[config.mk]
export PLATFORM = sky130hd
export DESIGN_NAME = smr_routing_regs
export DESIGN_NICKNAME = d
export VERILOG_FILES = /design/src/hdl/smr_edge_det.v /design/src/hdl/smr_media_change.v /design/src/hdl/smr_routing_regs.v
export VERILOG_INCLUDE_DIRS = /design/src /design/src/hdl
export SDC_FILE = /design/constraint.sdc
export NUM_CORES = 1
export LEC_CHECK = 0
export BUFFER_PORTS_ARGS = -buffer_cell sky130_fd_sc_hd__buf_2
export CAP_MARGIN = 20
export CORE_MARGIN = 1.5
export CORE_UTILIZATION = 53
export CTS_BUF_LIST = sky130_fd_sc_hd__clkbuf_4
export CTS_CLUSTER_DIAMETER = 50
export DETAILED_ROUTE_END_ITERATION = 6
export PLACE_DENSITY = 0.93
export SETUP_SLACK_MARGIN = 0.2
export SLEW_MARGIN = 20
export SYNTH_ARGS = -nofsm -noshare
export SYNTH_HDL_FRONTEND = slang
export SYNTH_SLANG_ARGS = --single-unit
[constraint.sdc]
create_clock -name clk_sys -period 1.68 [get_ports clk_sys]
set_input_delay 0.168 -clock clk_sys [delete_from_list [all_inputs] [get_ports clk_sys]]
set_output_delay 0.168 -clock clk_sys [all_outputs]
set_load 0.05 [all_outputs]
[src/hdl/smr_defs.vh]
// Constants for the SMI routing runtime register group
`ifndef SMR_DEFS_VH
`define SMR_DEFS_VH
`define SMR_OFF_EN1 8'h18
`define SMR_OFF_EN2 8'h19
`define SMR_OFF_EN3 8'h1A
`define SMR_OFF_EN4 8'h1B
`define SMR_OFF_EDGE 8'h1C
`define SMR_OFF_RESET_SOURCE_SELECT 8'h1D
`define SMR_OFF_FORCE 8'h1E
`define SMR_OFF_RATE 8'h1F
`define SMR_OFF_IRSTS 8'h15
`define SMR_RST_EN 8'h00
`define SMR_RST_EDGE 6'h00
`define SMR_RST_RESET_SOURCE_SELECT 3'h0
`define SMR_RST_FORCE 2'h3
`define SMR_EN1_MASK 8'h9F
`define SMR_EN2_MASK 8'h17
`define SMR_EN2_RW_MASK 8'hF7
`define SMR_EN3_MASK 8'hFE
`define SMR_EDGE_MASK 6'h33
`define SMR_EN2_WAKE 5
`define SMR_EN2_SERIAL 6
`define SMR_EN2_PIN 7
`define SMR_EN2_IR 2
`define SMR_RES_WDT 0
`define SMR_RES_THERM 1
`define SMR_RES_CTL 2
`define SMR_RATE_RSV 8'hDF
`endif

[src/hdl/smr_edge_det.v]
// Either-edge detector for four input pins
`timescale 1ns/100ps
`default_nettype none
module smr_edge_det (
  input wire clk_sys,
  input wire reset_n,
  input wire [3:0] pinIn,
  output wire [3:0] edgePulse
);
  reg [3:0] prevPin_ff;
  reg primed_ff;
  // First sample after reset is not an edge
  always @(posedge clk_sys or negedge reset_n) begin
    if (!reset_n) begin
      prevPin_ff <= 4'h0;
      primed_ff <= 1'b0;
    end else begin
      prevPin_ff <= pinIn;
      primed_ff <= 1'b1;
    end
  end
  assign edgePulse = primed_ff ? (pinIn ^ prevPin_ff) : 4'h0;
endmodule
`default_nettype wire

[src/hdl/smr_media_change.v]
// Forced media-change bits and media-changed flag
`timescale 1ns/100ps
`default_nettype none
`include "smr_defs.vh"
module smr_media_change (
  input wire clk_sys,
  input wire reset_n,
  input wire busReset,
  input wire [1:0] swSet,
  input wire headStepPulse,
  input wire driveSelectZero,
  input wire driveSelectOne,
  input wire mediaChangeInput,
  output wire [1:0] forceBits,
  output wire mediaChangedFlag
);
  reg [1:0] force_ff;
  reg [1:0] nxt_force;
  always @* begin
    nxt_force = force_ff;
    if (headStepPulse && driveSelectZero) begin
      nxt_force[0] = 1'b0;
    end
    if (headStepPulse && driveSelectOne) begin
      nxt_force[1] = 1'b0;
    end
    // Software set wins over a same-cycle hardware clear
    nxt_force = nxt_force | swSet;
    if (busReset) begin
      nxt_force = `SMR_RST_FORCE;
    end
  end
  always @(posedge clk_sys or negedge reset_n) begin
    if (!reset_n) begin
      force_ff <= `SMR_RST_FORCE;
    end else begin
      force_ff <= nxt_force;
    end
  end
  assign forceBits = force_ff;
  assign mediaChangedFlag = (driveSelectZero & force_ff[0]) |
    (driveSelectOne & force_ff[1]) | mediaChangeInput;
endmodule
`default_nettype wire

[src/hdl/smr_routing_regs.v]
// SMI routing runtime register group
// Notes on behaviour
// - First enable gates battery, parallel, UARTs, floppy, watchdog
// - Second enable gates mouse, keyboard, infrared, click
// - Bit 5 routes grouped SMI to wake
// - Bit 6 routes grouped SMI to serial IRQ
// - Bit 7 drives grouped SMI on pin
// - Third enable gates seven GPIO sources
// - Fourth enable gates UARTs three-six and GPIOs
// - Enable registers reset to zero
// - Edge status bits cleared by writing one
// - Edges on four pins set status bits
// - Edge status bits 7:6 read zero
// - Reset bit 0 low makes watchdog source
// - Reset bit 1 high makes thermal source
// - Reset bit 2 is watchdog input bit
// - Forced media bits reset to three
// - Software sets media bits, never clears
// - Step with drive select clears media bit
// - Media flag combines selects, force, input
// - Rate shadow mirrors rate, compensation, power, reset
// - Infrared status set by edge, read-clears
//
// The strobed register port was left to the implementer.
`timescale 1ns/100ps
`default_nettype none
`include "smr_defs.vh"
module smr_routing_regs (
  input wire clk_sys,
  input wire reset_n,
  input wire busReset,
  input wire [7:0] regAddr,
  input wire [7:0] regWrData,
  input wire regWrStb,
  input wire regRdStb,
  output reg [7:0] regRdData,
  input wire [7:0] statusOne,
  input wire [1:0] statusTwoSrc,
  input wire clickWakeStatus,
  input wire [7:0] statusThree,
  input wire [7:0] statusFour,
  input wire [3:0] edgePins,
  input wire infraredReceivePin,
  input wire watchdogEvent,
  input wire thermalTrip,
  input wire headStepPulse,
  input wire driveSelectZero,
  input wire driveSelectOne,
  input wire mediaChangeInput,
  input wire [1:0] dataRateSelect,
  input wire [2:0] writeCompensationSelect,
  input wire powerDown,
  input wire softReset,
  output wire groupedMgmtInterrupt,
  output wire smiOutputPin_n,
  output wire serialIrqSmi,
  output wire wakeEventSmi,
  output wire powerGoodOutput,
  output wire watchdogInputBit,
  output wire mediaChangedFlag
);
  reg [7:0] enOne_ff;
  reg [7:0] enTwo_ff;
  reg [7:0] enThree_ff;
  reg [7:0] enFour_ff;
  reg [5:0] edgeSts_ff;
  reg [2:0] reset_source_select_ff;
  reg irSts_ff;
  reg irPrev_ff;
  reg irPrimed_ff;
  reg [7:0] nxt_rdData;
  reg [5:0] nxt_edgeSts;
  reg nxt_irSts;
  wire [3:0] edgePulse;
  wire [1:0] forceBits;
  wire [1:0] mediaSet;
  wire irEdge;
  wire [7:0] statusTwo;
  wire anySource;

  function hit;
    input [7:0] addr;
    input [7:0] off;
    begin
      hit = (addr == off);
    end
  endfunction

  smr_edge_det uEdge (
    .clk_sys(clk_sys),
    .reset_n(reset_n),
    .pinIn(edgePins),
    .edgePulse(edgePulse)
  );

  assign mediaSet = (regWrStb && hit(regAddr, `SMR_OFF_FORCE)) ? regWrData[1:0] : 2'h0;

  smr_media_change uMedia (
    .clk_sys(clk_sys),
    .reset_n(reset_n),
    .busReset(busReset),
    .swSet(mediaSet),
    .headStepPulse(headStepPulse),
    .driveSelectZero(driveSelectZero),
    .driveSelectOne(driveSelectOne),
    .mediaChangeInput(mediaChangeInput),
    .forceBits(forceBits),
    .mediaChangedFlag(mediaChangedFlag)
  );

  // Enable and reset-generator registers; bus reset leaves them alone
  always @(posedge clk_sys or negedge reset_n) begin
    if (!reset_n) begin
      enOne_ff <= `SMR_RST_EN;
      enTwo_ff <= `SMR_RST_EN;
      enThree_ff <= `SMR_RST_EN;
      enFour_ff <= `SMR_RST_EN;
      reset_source_select_ff <= `SMR_RST_RESET_SOURCE_SELECT;
    end else if (regWrStb) begin
      if (hit(regAddr, `SMR_OFF_EN1)) begin
        enOne_ff <= regWrData & `SMR_EN1_MASK;
      end
      if (hit(regAddr, `SMR_OFF_EN2)) begin
        enTwo_ff <= regWrData & `SMR_EN2_RW_MASK;
      end
      if (hit(regAddr, `SMR_OFF_EN3)) begin
        enThree_ff <= regWrData & `SMR_EN3_MASK;
      end
      if (hit(regAddr, `SMR_OFF_EN4)) begin
        enFour_ff <= regWrData;
      end
      if (hit(regAddr, `SMR_OFF_RESET_SOURCE_SELECT)) begin
        reset_source_select_ff <= regWrData[2:0];
      end
    end
  end

  // Edge status: set beats a same-cycle write-one clear
  always @* begin
    nxt_edgeSts = edgeSts_ff;
    if (regWrStb && hit(regAddr, `SMR_OFF_EDGE)) begin
      nxt_edgeSts = edgeSts_ff & ~regWrData[5:0];
    end
    nxt_edgeSts = nxt_edgeSts |
      ({edgePulse[3], edgePulse[2], 2'b00, edgePulse[1], edgePulse[0]});
    nxt_edgeSts = nxt_edgeSts & `SMR_EDGE_MASK;
  end

  assign irEdge = irPrimed_ff && (infraredReceivePin != irPrev_ff);

  // Infrared status: a new edge in the reading cycle survives the read
  always @* begin
    nxt_irSts = irSts_ff;
    if (regRdStb && hit(regAddr, `SMR_OFF_IRSTS)) begin
      nxt_irSts = 1'b0;
    end
    if (irEdge) begin
      nxt_irSts = 1'b1;
    end
  end

  always @(posedge clk_sys or negedge reset_n) begin
    if (!reset_n) begin
      edgeSts_ff <= `SMR_RST_EDGE;
      irSts_ff <= 1'b0;
      irPrev_ff <= 1'b0;
      irPrimed_ff <= 1'b0;
    end else begin
      edgeSts_ff <= nxt_edgeSts;
      irSts_ff <= nxt_irSts;
      irPrev_ff <= infraredReceivePin;
      irPrimed_ff <= 1'b1;
    end
  end

  assign statusTwo = {3'b000, clickWakeStatus, 1'b0, irSts_ff, statusTwoSrc};

  // Any enabled source raises the grouped interrupt
  assign anySource = |(statusOne & enOne_ff) |
    |(statusTwo & enTwo_ff & `SMR_EN2_MASK) |
    |(statusThree & enThree_ff) |
    |(statusFour & enFour_ff);
  assign groupedMgmtInterrupt = anySource;
  assign wakeEventSmi = anySource & enTwo_ff[`SMR_EN2_WAKE];
  assign serialIrqSmi = anySource & enTwo_ff[`SMR_EN2_SERIAL];
  assign smiOutputPin_n = ~(anySource & enTwo_ff[`SMR_EN2_PIN]);

  // Power-good drops when an enabled reset source fires
  assign powerGoodOutput = ~((watchdogEvent & ~reset_source_select_ff[`SMR_RES_WDT]) |
    (thermalTrip & reset_source_select_ff[`SMR_RES_THERM]));
  assign watchdogInputBit = reset_source_select_ff[`SMR_RES_CTL];

  always @* begin
    nxt_rdData = 8'h00;
    case (regAddr)
      `SMR_OFF_EN1: nxt_rdData = enOne_ff;
      `SMR_OFF_EN2: nxt_rdData = enTwo_ff;
      `SMR_OFF_EN3: nxt_rdData = enThree_ff;
      `SMR_OFF_EN4: nxt_rdData = enFour_ff;
      `SMR_OFF_EDGE: nxt_rdData = {2'b00, edgeSts_ff};
      `SMR_OFF_RESET_SOURCE_SELECT: nxt_rdData = {5'h00, reset_source_select_ff};
      `SMR_OFF_FORCE: nxt_rdData = {6'h00, forceBits};
      `SMR_OFF_RATE: nxt_rdData = {softReset, powerDown, 1'b0,
        writeCompensationSelect, dataRateSelect} & `SMR_RATE_RSV;
      `SMR_OFF_IRSTS: nxt_rdData = statusTwo;
      default: nxt_rdData = 8'h00;
    endcase
  end

  // Read data stand only in the cycle after the strobe
  always @(posedge clk_sys or negedge reset_n) begin
    if (!reset_n) begin
      regRdData <= 8'h00;
    end else if (regRdStb) begin
      regRdData <= nxt_rdData;
    end else begin
      regRdData <= 8'h00;
    end
  end
endmodule
`default_nettype wire

Word-level counts from Yosys, hierarchy flattened
Index checks and enable logic that the tools add are counted.
{ "classes": {"eq_ne": 10, "mux": 10, "bitwise_logic": 25, "n_reduce_logical": 16} }
{ "op_table": {"columns": ["operator", "count"], "rows": [
  ["== test 8 x 5 -> 1 bit, second input constant", 9],
  ["case mux 8 bit (9 select lines)", 1],
  ["bitwise AND 8 bit", 3],
  ["OR reduction 8 bit", 3],
  ["AND reduction 2 bit", 5],
  ["2-to-1 mux 8 bit", 1],
  ["bitwise AND 1 bit", 7],
  ["bitwise AND 6 bit", 1],
  ["logical AND 1 bit", 6],
  ["2-to-1 mux 6 bit", 1],
  ["NOT 6 bit", 1],
  ["OR 1 bit", 6],
  ["OR 6 bit", 1],
  ["bitwise AND 5 bit", 1],
  ["2-to-1 mux 1 bit", 4],
  ["2-to-1 mux 2 bit", 2],
  ["2-to-1 mux 4 bit", 1],
  ["OR reduction 4 bit", 1],
  ["XOR 4 bit", 1],
  ["NOT 1 bit", 3],
  ["OR 2 bit", 1],
  ["nonzero test 2 bit", 1],
  ["!= test 1 bit", 1]
]} }
{ "totals": {"ff_bits": 52, "output_inout_bits": 15} }

Depth between registers and ports, before layout
Gate-level depths: netlist (run 1).
{ "logic_depth": {"depth_word": 7, "ltp_mapped": 7} }

Modules after synthesis
From an unflattened synthesis (run 1), not the netlist that was laid out.
{ "unflattened": {"cells_unflattened": 232, "area_unflattened_um2": 2721.4} }
{ "modules_own_cells": {"columns": ["mod", "n_inst", "cells_each", "area_each_um2", "seq_area_each_um2"], "rows": [
  ["smr_routing_regs", 1, 211, 2444.8, 1151.1],
  ["smr_edge_det", 1, 14, 188.9, 125.1],
  ["smr_media_change", 1, 7, 87.6, 52.6]
]} }

Worst setup path before layout (run 1)
No wires, ideal clock.
{ "synth_timing": {"path_kind": "register -> output", "startpoint": "reg enTwo_ff[1]", "endpoint": "out serialIrqSmi", "t_arrival_ns": 1.861, "required_ns": 1.512, "slack_ns": -0.349, "stages_incl_launch_ff": 5, "path_buffers": 0, "path_cell_list": "dfrtp_1 -> a22o_1 -> a221oi_1 -> and3_1 -> a21boi_0"} }
{ "synth_between": {"elab_chain_len": 6} }
{ "synth_rtl": {"columns": ["element", "line", "rtl"], "rows": [
  ["from (decl)", "smr_routing_regs.v:63", "reg [7:0] enTwo_ff;"],
  ["from (signal assigned)", "smr_routing_regs.v:115", "enTwo_ff <= `SMR_RST_EN;"],
  ["from (signal assigned)", "smr_routing_regs.v:124", "enTwo_ff <= regWrData & `SMR_EN2_RW_MASK;"],
  ["bitwise AND 5 bit", "smr_routing_regs.v:180", "|(statusTwo & enTwo_ff & `SMR_EN2_MASK) |"],
  ["OR reduction 4 bit", "smr_routing_regs.v:180", null],
  ["OR 1 bit (3 in series)", "smr_routing_regs.v:179", "assign anySource = |(statusOne & enOne_ff) |"],
  ["bitwise AND 1 bit", "smr_routing_regs.v:185", "assign serialIrqSmi = anySource & enTwo_ff[`SMR_EN2_SERIAL];"],
  ["to (decl)", "smr_routing_regs.v:56", "output wire serialIrqSmi,"]
]} }
Every way passes these cells.

Worst setup path in the final report (run 1)
{ "layout_timing": {"startpoint": "reg enTwo_ff[1]", "endpoint": "out smiOutputPin_n"} }
{ "layout_between": {"elab_chain_len": 7} }
{ "layout_rtl": {"columns": ["element", "line", "rtl"], "rows": [
  ["bitwise AND 5 bit", "smr_routing_regs.v:180", null],
  ["OR reduction 4 bit", "smr_routing_regs.v:180", null],
  ["OR 1 bit (3 in series)", "smr_routing_regs.v:179", null],
  ["bitwise AND 1 bit", "smr_routing_regs.v:186", "assign smiOutputPin_n = ~(anySource & enTwo_ff[`SMR_EN2_PIN]);"],
  ["NOT 1 bit", "smr_routing_regs.v:186", null],
  ["to (decl)", "smr_routing_regs.v:55", "output wire smiOutputPin_n,"]
]} }
Every way passes these cells.

==> flow_summary.json, run 1 <==
{
  "synth.most_common_cell": "dfrtp_1",
  "max_freq_mhz": 525,
  "status": "complete, but fails checks",
  "power_frac_clock_pct": 23.2,
  "synth_edf_count": 0,
  "tritoncts": "built",
  "synth_flop_cell": "dfrtp_1",
  "p_int_w": 0.00171,
  "switching_share_pct": 28.6,
  "grt_max_degree": 35,
  "finalPower_w": 0.00239,
  "worst_slack_ps": -224,
  "synth_top_cell_area_share_pct": 48.0,
  "period_minus_slack_ps": 1900,
  "maxCapViolCount": 0,
  "path_cells": "a22o_1 -> a221oi_2 -> and3_4 -> a21bo_4 -> buf_8",
  "rows": 25,
  "antenna_found_initial": 0,
  "clk_latency_ps": 370,
  "port_buffers": 77,
  "seqPwrFrac_pct": 56.2,
  "first_pass_iters": 5,
  "dp_hpwl_um": 5190,
  "max_stage_delay_ps": 400,
  "wl_per_cell_um": 18.6,
  "yosys_warnings": 0,
  "cp_slowest_cell": "dfrtp_1",
  "cts_buffers": 5,
  "switchingPower_w": 0.000684,
  "path_buf_inv": 1,
  "die_w_um": 73.2,
  "grt_pass1_wl_um": 11000,
  "cts_root_buf": "clkbuf_4",
  "finalCritPeriodShare_pct": 113,
  "crit_family": "compound AO/OA/AOI/OAI gates",
  "p_leak_nw": 1.64,
  "vias": 2265,
  "worstPathArrival_ps": 1740,
  "violations": "setup timing",
  "dp_slack_ps": -62.3,
  "critPathLaunchType": "register",
  "syn2layout_area_growth_pct": 31.3,
  "hold_violations": 0,
  "crit_fanout": 4,
  "setup_viol": 4,
  "drtIter0Drc": 275,
  "power_density_nw_per_um2": 697,
  "die-area_um2": 5350,
  "yosysTopAreaCell": "dfrtp_1",
  "slew_viol_final": 0,
  "yosys-top-cells-area": "dfrtp_1 48%, mux2_2 13%, a22oi_1 3.5%",
  "post-route-drc-count": 0,
  "place_inst": 359,
  "start_util_pct": 55.2,
  "hp-class": "in2reg",
  "antennaDiodeCount": 0,
  "wirelength_um": 7010,
  "grtUsageTotal_pct": 27.8,
  "cts.htree.levels": 2,
  "viasPerCell": 6.01,
  "ys_seq_elements": 52,
  "ys_seq_area_share_pct": 50.0,
  "fin_nets": 375,
  "gp_congestion": 0.948,
  "clockBufferDepth": 2,
  "synthCells": 208,
  "synth_cell_types": 46,
  "rsz0062_at_grt": "yes",
  "path_class": "reg2out",
  "cp_data_required_time_ps": 1510,
  "clkTransAtPathRegs_ps": 140,
  "tns_ps": -826,
  "yosys-top-cells-count": "50 x dfrtp_1, 30 x mux2_2, 12 x a22oi_1",
  "cp-end-kind": "primary output",
  "grt_overflow_total": 0,
  "final_cell_count_no_fill": 377,
  "core_um2": 4720,
  "syn_nets": 274,
  "syn_area_um2": 2610,
  "dieHeight_um": 73.2,
  "skew_ps": 13.4,
  "grt_pass1_vias": 2199,
  "cts_num_sinks": 52,
  "p_comb_share_pct": 20.6,
  "pin_count": 81,
  "detail-route-antenna-nets": 0,
  "layout-drive-gt1-share_pct": 51.3,
  "async_reset_ff_share_pct": 100,
  "ir_worst_vdd_uv": 449,
  "avgSynthCellArea_um2": 12.5
}
registers in the layout, indices dropped and copies added, names as in the netlist:
| name | flops |
|---|---|
| uMedia.forceBits | 2 |
| reset_source_select_ff | 3 |
| uEdge.primed_ff | 1 |
| enFour_ff | 8 |
| regRdData | 8 |
| edgeSts_ff | 4 |
| irPrev_ff | 1 |
| enThree_ff | 7 |
| uEdge.prevPin_ff | 4 |
| irSts_ff | 1 |
| enOne_ff | 6 |
| enTwo_ff | 7 |
stage by stage:
step / util (%) / hold slack [ps] / area, um2
finish: 72.5 / 51.2 / 3430
global route: 72.5 / 47.0 / 3430
CTS: 72.2 / 36.1 / 3410
detailed placement: 68.1 / 135 / 3220
global placement: 68.1 / 128 / 3220
floorplan: - / -128 / 2670
final timing paths:
kind                                       startpoint        endpoint  slack (ps)  cells past startpoint
max                                       enTwo_ff[1]  smiOutputPin_n        -220                      5
min reg2reg                               enTwo_ff[5]     enTwo_ff[5]         550                      1
min in group asynchronous                     reset_n    regRdData[1]         250                      2
min                        writeCompensationSelect[1]    regRdData[3]          50                      3
max in group asynchronous                     reset_n     enTwo_ff[1]         900                      3
max reg2reg                              enFour_ff[4]    regRdData[4]         350                      3
power groups by stage:
| stage | registers [W] | clock network (W) | logic, W |
|---|---|---|---|
| 2_1_floorplan | 0.00135 | 0 | 0.000232 |
| 3_5_place_dp | 0.00136 | 0 | 0.000425 |
| 5_1_grt | 0.00135 | 0.000623 | 0.000524 |
| 4_1_cts | 0.00134 | 0.000568 | 0.000476 |
| 3_3_place_gp | 0.00136 | 0 | 0.000413 |
| 6_report | 0.00134 | 0.000554 | 0.000492 |
layer usage:
layer / share of wire, % / global-route usage, % / routed length (um) / vias to the layer above
met5: 0 / 0 / 0 / -
met1: 39 / 35.7 / 2750 / 1109
met3: 6.9 / 3.59 / 483 / 26
met2: 50 / 46.1 / 3500 / 132
met4: 3.9 / 14.3 / 274 / 0
li1: - / - / - / 998
cell families after synthesis:
family / Yosys count / share of synthesized area, %
muxes: 43 / 19.6
DFF: 52 / 50.0
other: 1 / 0.144
buffers and inverters: 13 / 2.35
xor gates and xnor gates: 5 / 1.68
AOI/OAI and AO/OA: 50 / 14.9
and+or+nand+nor: 44 / 11.4
tightest hold or removal path, stage by stage:
cell and delay [ps]:
buf_2 80, a22oi_1 70, nor2_1 80
cell type report:
cell class / count / area (um2)
inverter: 5 / 18.8
tap: 67 / 83.8
sequential: 52 / 1300
clock buffer: 6 / 45.0
clock inverter: 2 / 11.3
multi-input combinational: 143 / 1340
timing repair buffer: 102 / 627
fill: 309 / 1300
what timing repair did:
item | in CTS | in global routing
hold endpoints to repair | 21 | 0
pin swaps | 4 | 2
buffers inserted | 3 | 1
hold buffers | 6 | 0
setup endpoints to repair | 5 | 5
gates resized for setup | 14 | 3
layout by cell type, fill, tap and decap left out, types with 3 or more instances in the layout:
cell type      count
buf_2             71
nand2_1           11
and3_4             3
a221o_1            3
o21ai_0            4
dlygate4sd3_1      6
dfrtp_1           50
inv_1              5
xor2_1             5
mux2_2            25
mux2i_1            6
buf_4             22
a32oi_1            3
nand3_1            3
clkbuf_4           6
a22oi_1           11
a22o_1             7
nor2_1             5
mux4_2             3
a21oi_1            5
nor2b_1            4
mux2_4             9
nand3b_1           3
Power figures use the tool's default switching activity.
==> inputs of run 2 (changes only) <==
Settings changed: CORE_MARGIN 1.5 to default, SKIP_LAST_GASP from default to 1.
==> flow_summary.json, run 2 (same netlist as run 1, synthesis figures left out) <==
{
  "rows": 25,
  "wl_per_cell_um": 19.0,
  "fin_nets": 377,
  "layout-drive-gt1-share_pct": 51.6,
  "dp_hpwl_um": 5040,
  "grt_overflow_total": 0,
  "reg_top3": "enFour_ff (8), regRdData (8)",
  "ir_worst_vdd_uv": 403,
  "grt_max_degree": 53,
  "path_class": "reg2out",
  "p_leak_nw": 1.67,
  "finalPower_w": 0.00253,
  "critPathLaunchType": "register",
  "crit_fanout": 4,
  "pin_count": 81,
  "hold_violations": 1,
  "max_freq_mhz": 528,
  "place_inst": 358,
  "die-area_um2": 5210,
  "syn2layout_area_growth_pct": 32.5,
  "cp-end-kind": "primary output",
  "fin_area_um2": 3460,
  "rsz0062_at_grt": "yes",
  "reg2reg_depth": 3,
  "final_common_cell": "buf_2",
  "skew_ps": 5.22,
  "maxCapViolCount": 0,
  "rr_startpoint": "enTwo_ff[4]",
  "violations": "hold timing, setup timing",
  "rrSetupSlack_ps": 340,
  "slew_viol_final": 0,
  "core_um2": 4720,
  "first_pass_iters": 5,
  "clkTransAtPathRegs_ps": 140,
  "period_minus_slack_ps": 1890,
  "port_buffers": 77,
  "vias": 2320,
  "gp_congestion": 0.891,
  "power_density_nw_per_um2": 732,
  "hp-class": "in2reg",
  "worst_pin_slew_ps": 650,
  "tritoncts": "built",
  "max-slew-margin-rel_pct": 56.7,
  "setup_viol": 4,
  "r2r-end": "regRdData[4]",
  "clk_latency_ps": 380,
  "antenna_found_initial": 0,
  "fill_cells": 308,
  "post-route-drc-count": 0,
  "final_cell_count_no_fill": 379,
  "worstPathArrival_ps": 1730,
  "worst_slack_ps": -214,
  "finalCritPeriodShare_pct": 113,
  "final_core_util_pct": 73.2,
  "status": "complete, but fails checks",
  "die_w_um": 72.2,
  "viasPerCell": 6.12,
  "cp_data_required_time_ps": 1510,
  "critPathLaunch": "enOne_ff[7]",
  "cts_buffers": 5,
  "endpoint": "wakeEventSmi",
  "drtIter0Drc": 294,
  "cts_num_sinks": 52,
  "cts_root_buf": "clkbuf_4",
  "grt_pass1_wl_um": 11100,
  "wirelength_um": 7220,
  "most-common-layout-cells": "71 x buf_2, 50 x dfrtp_1, 25 x mux2_2, 24 x buf_4, 11 x nand2_1",
  "antennaDiodeCount": 0,
  "dpl_cell_area_um2": 3200,
  "hold_slack_ps": -2.66,
  "cts.htree.levels": 2,
  "clockBufferDepth": 2,
  "detail-route-antenna-nets": 0,
  "dp_slack_ps": -36.9,
  "grt_pass1_vias": 2276,
  "start_util_pct": 55.2,
  "grtUsageTotal_pct": 28.9,
  "dieHeight_um": 72.2
}
==> run 2: changes by cell type in the layout (fill, tap and decap cells not counted), sizes merged <==
cell | before | now
clkinv | 1 | 2
clkinvlp | 1 | 0
clkbuf | 6 | 5
buf | 96 | 98
bufinv | 0 | 1
==> run 2: metal layers <==
layer	vias to the layer above	GRT usage [%]	wire length, um
met3	39	7.92	617
li1	1002	-	-
met1	1118	34.5	2720
met4	0	15.9	333
met5	-	0	0
met2	161	47.5	3550
==> run 2: worst min path at each step <==
stage	from	endpoint	slack (ps)	cells after the start
after floorplan	reset_n	edgeSts_ff[0]	-130	0
after CTS	busReset	uMedia.forceBits[1]	3	2
final	busReset	uMedia.forceBits[1]	-3	2
after detailed placement	edgePins[3]	uEdge.prevPin_ff[3]	300	1
after global placement	edgePins[0]	uEdge.prevPin_ff[0]	300	1
after global routing	busReset	uMedia.forceBits[1]	4	2
==> run 2: area by class of cell <==
type	instances	area [um2]	area share, %
clock inverters	3	37.5	1.09
clock buffers	5	37.5	1.09
well taps	67	83.8	2.43
inverters	5	18.8	0.543
repair buffers	104	633	18.3
multi-input cells	143	1340	38.8
flip-flops and latches	52	1300	37.7
==> run 2: critical path: stages, from the launching register on <==
cell      delay [ps]
dfrtp_1          440
a222oi_1         350
and3_4           280
a21boi_1          80
buf_4            190
==> run 2: repair_timing <==
item | in CTS | in global routing
endpoints found under the hold margin | 55 | 0
gates resized for setup | 14 | 5
endpoints found under the setup margin | 5 | 6
pin swaps | 3 | 1
hold buffers | 6 | 0
setup buffers | 4 | 3
==> run 2: metrics by stage <==
| step | TNS [ps] | hold WS [ps] |
|---|---|---|
| 2_1_floorplan | 0 | -128 |
| 3_3_place_gp | -35.6 | 303 |
| 3_5_place_dp | -126 | 302 |
| 4_1_cts | -765 | 2.86 |
| 5_1_grt | -1160 | 4.48 |
| 6_report | -805 | -2.66 |
==> run 2: power breakdown <==
group	leakage (nW)	switching (W)	internal [W]
Clock	0.0403	0.000389	0.000304
Combinational	0.951	0.000265	0.000228
Sequential	0.674	0.0000426	0.00130
Total	1.67	0.000696	0.00183
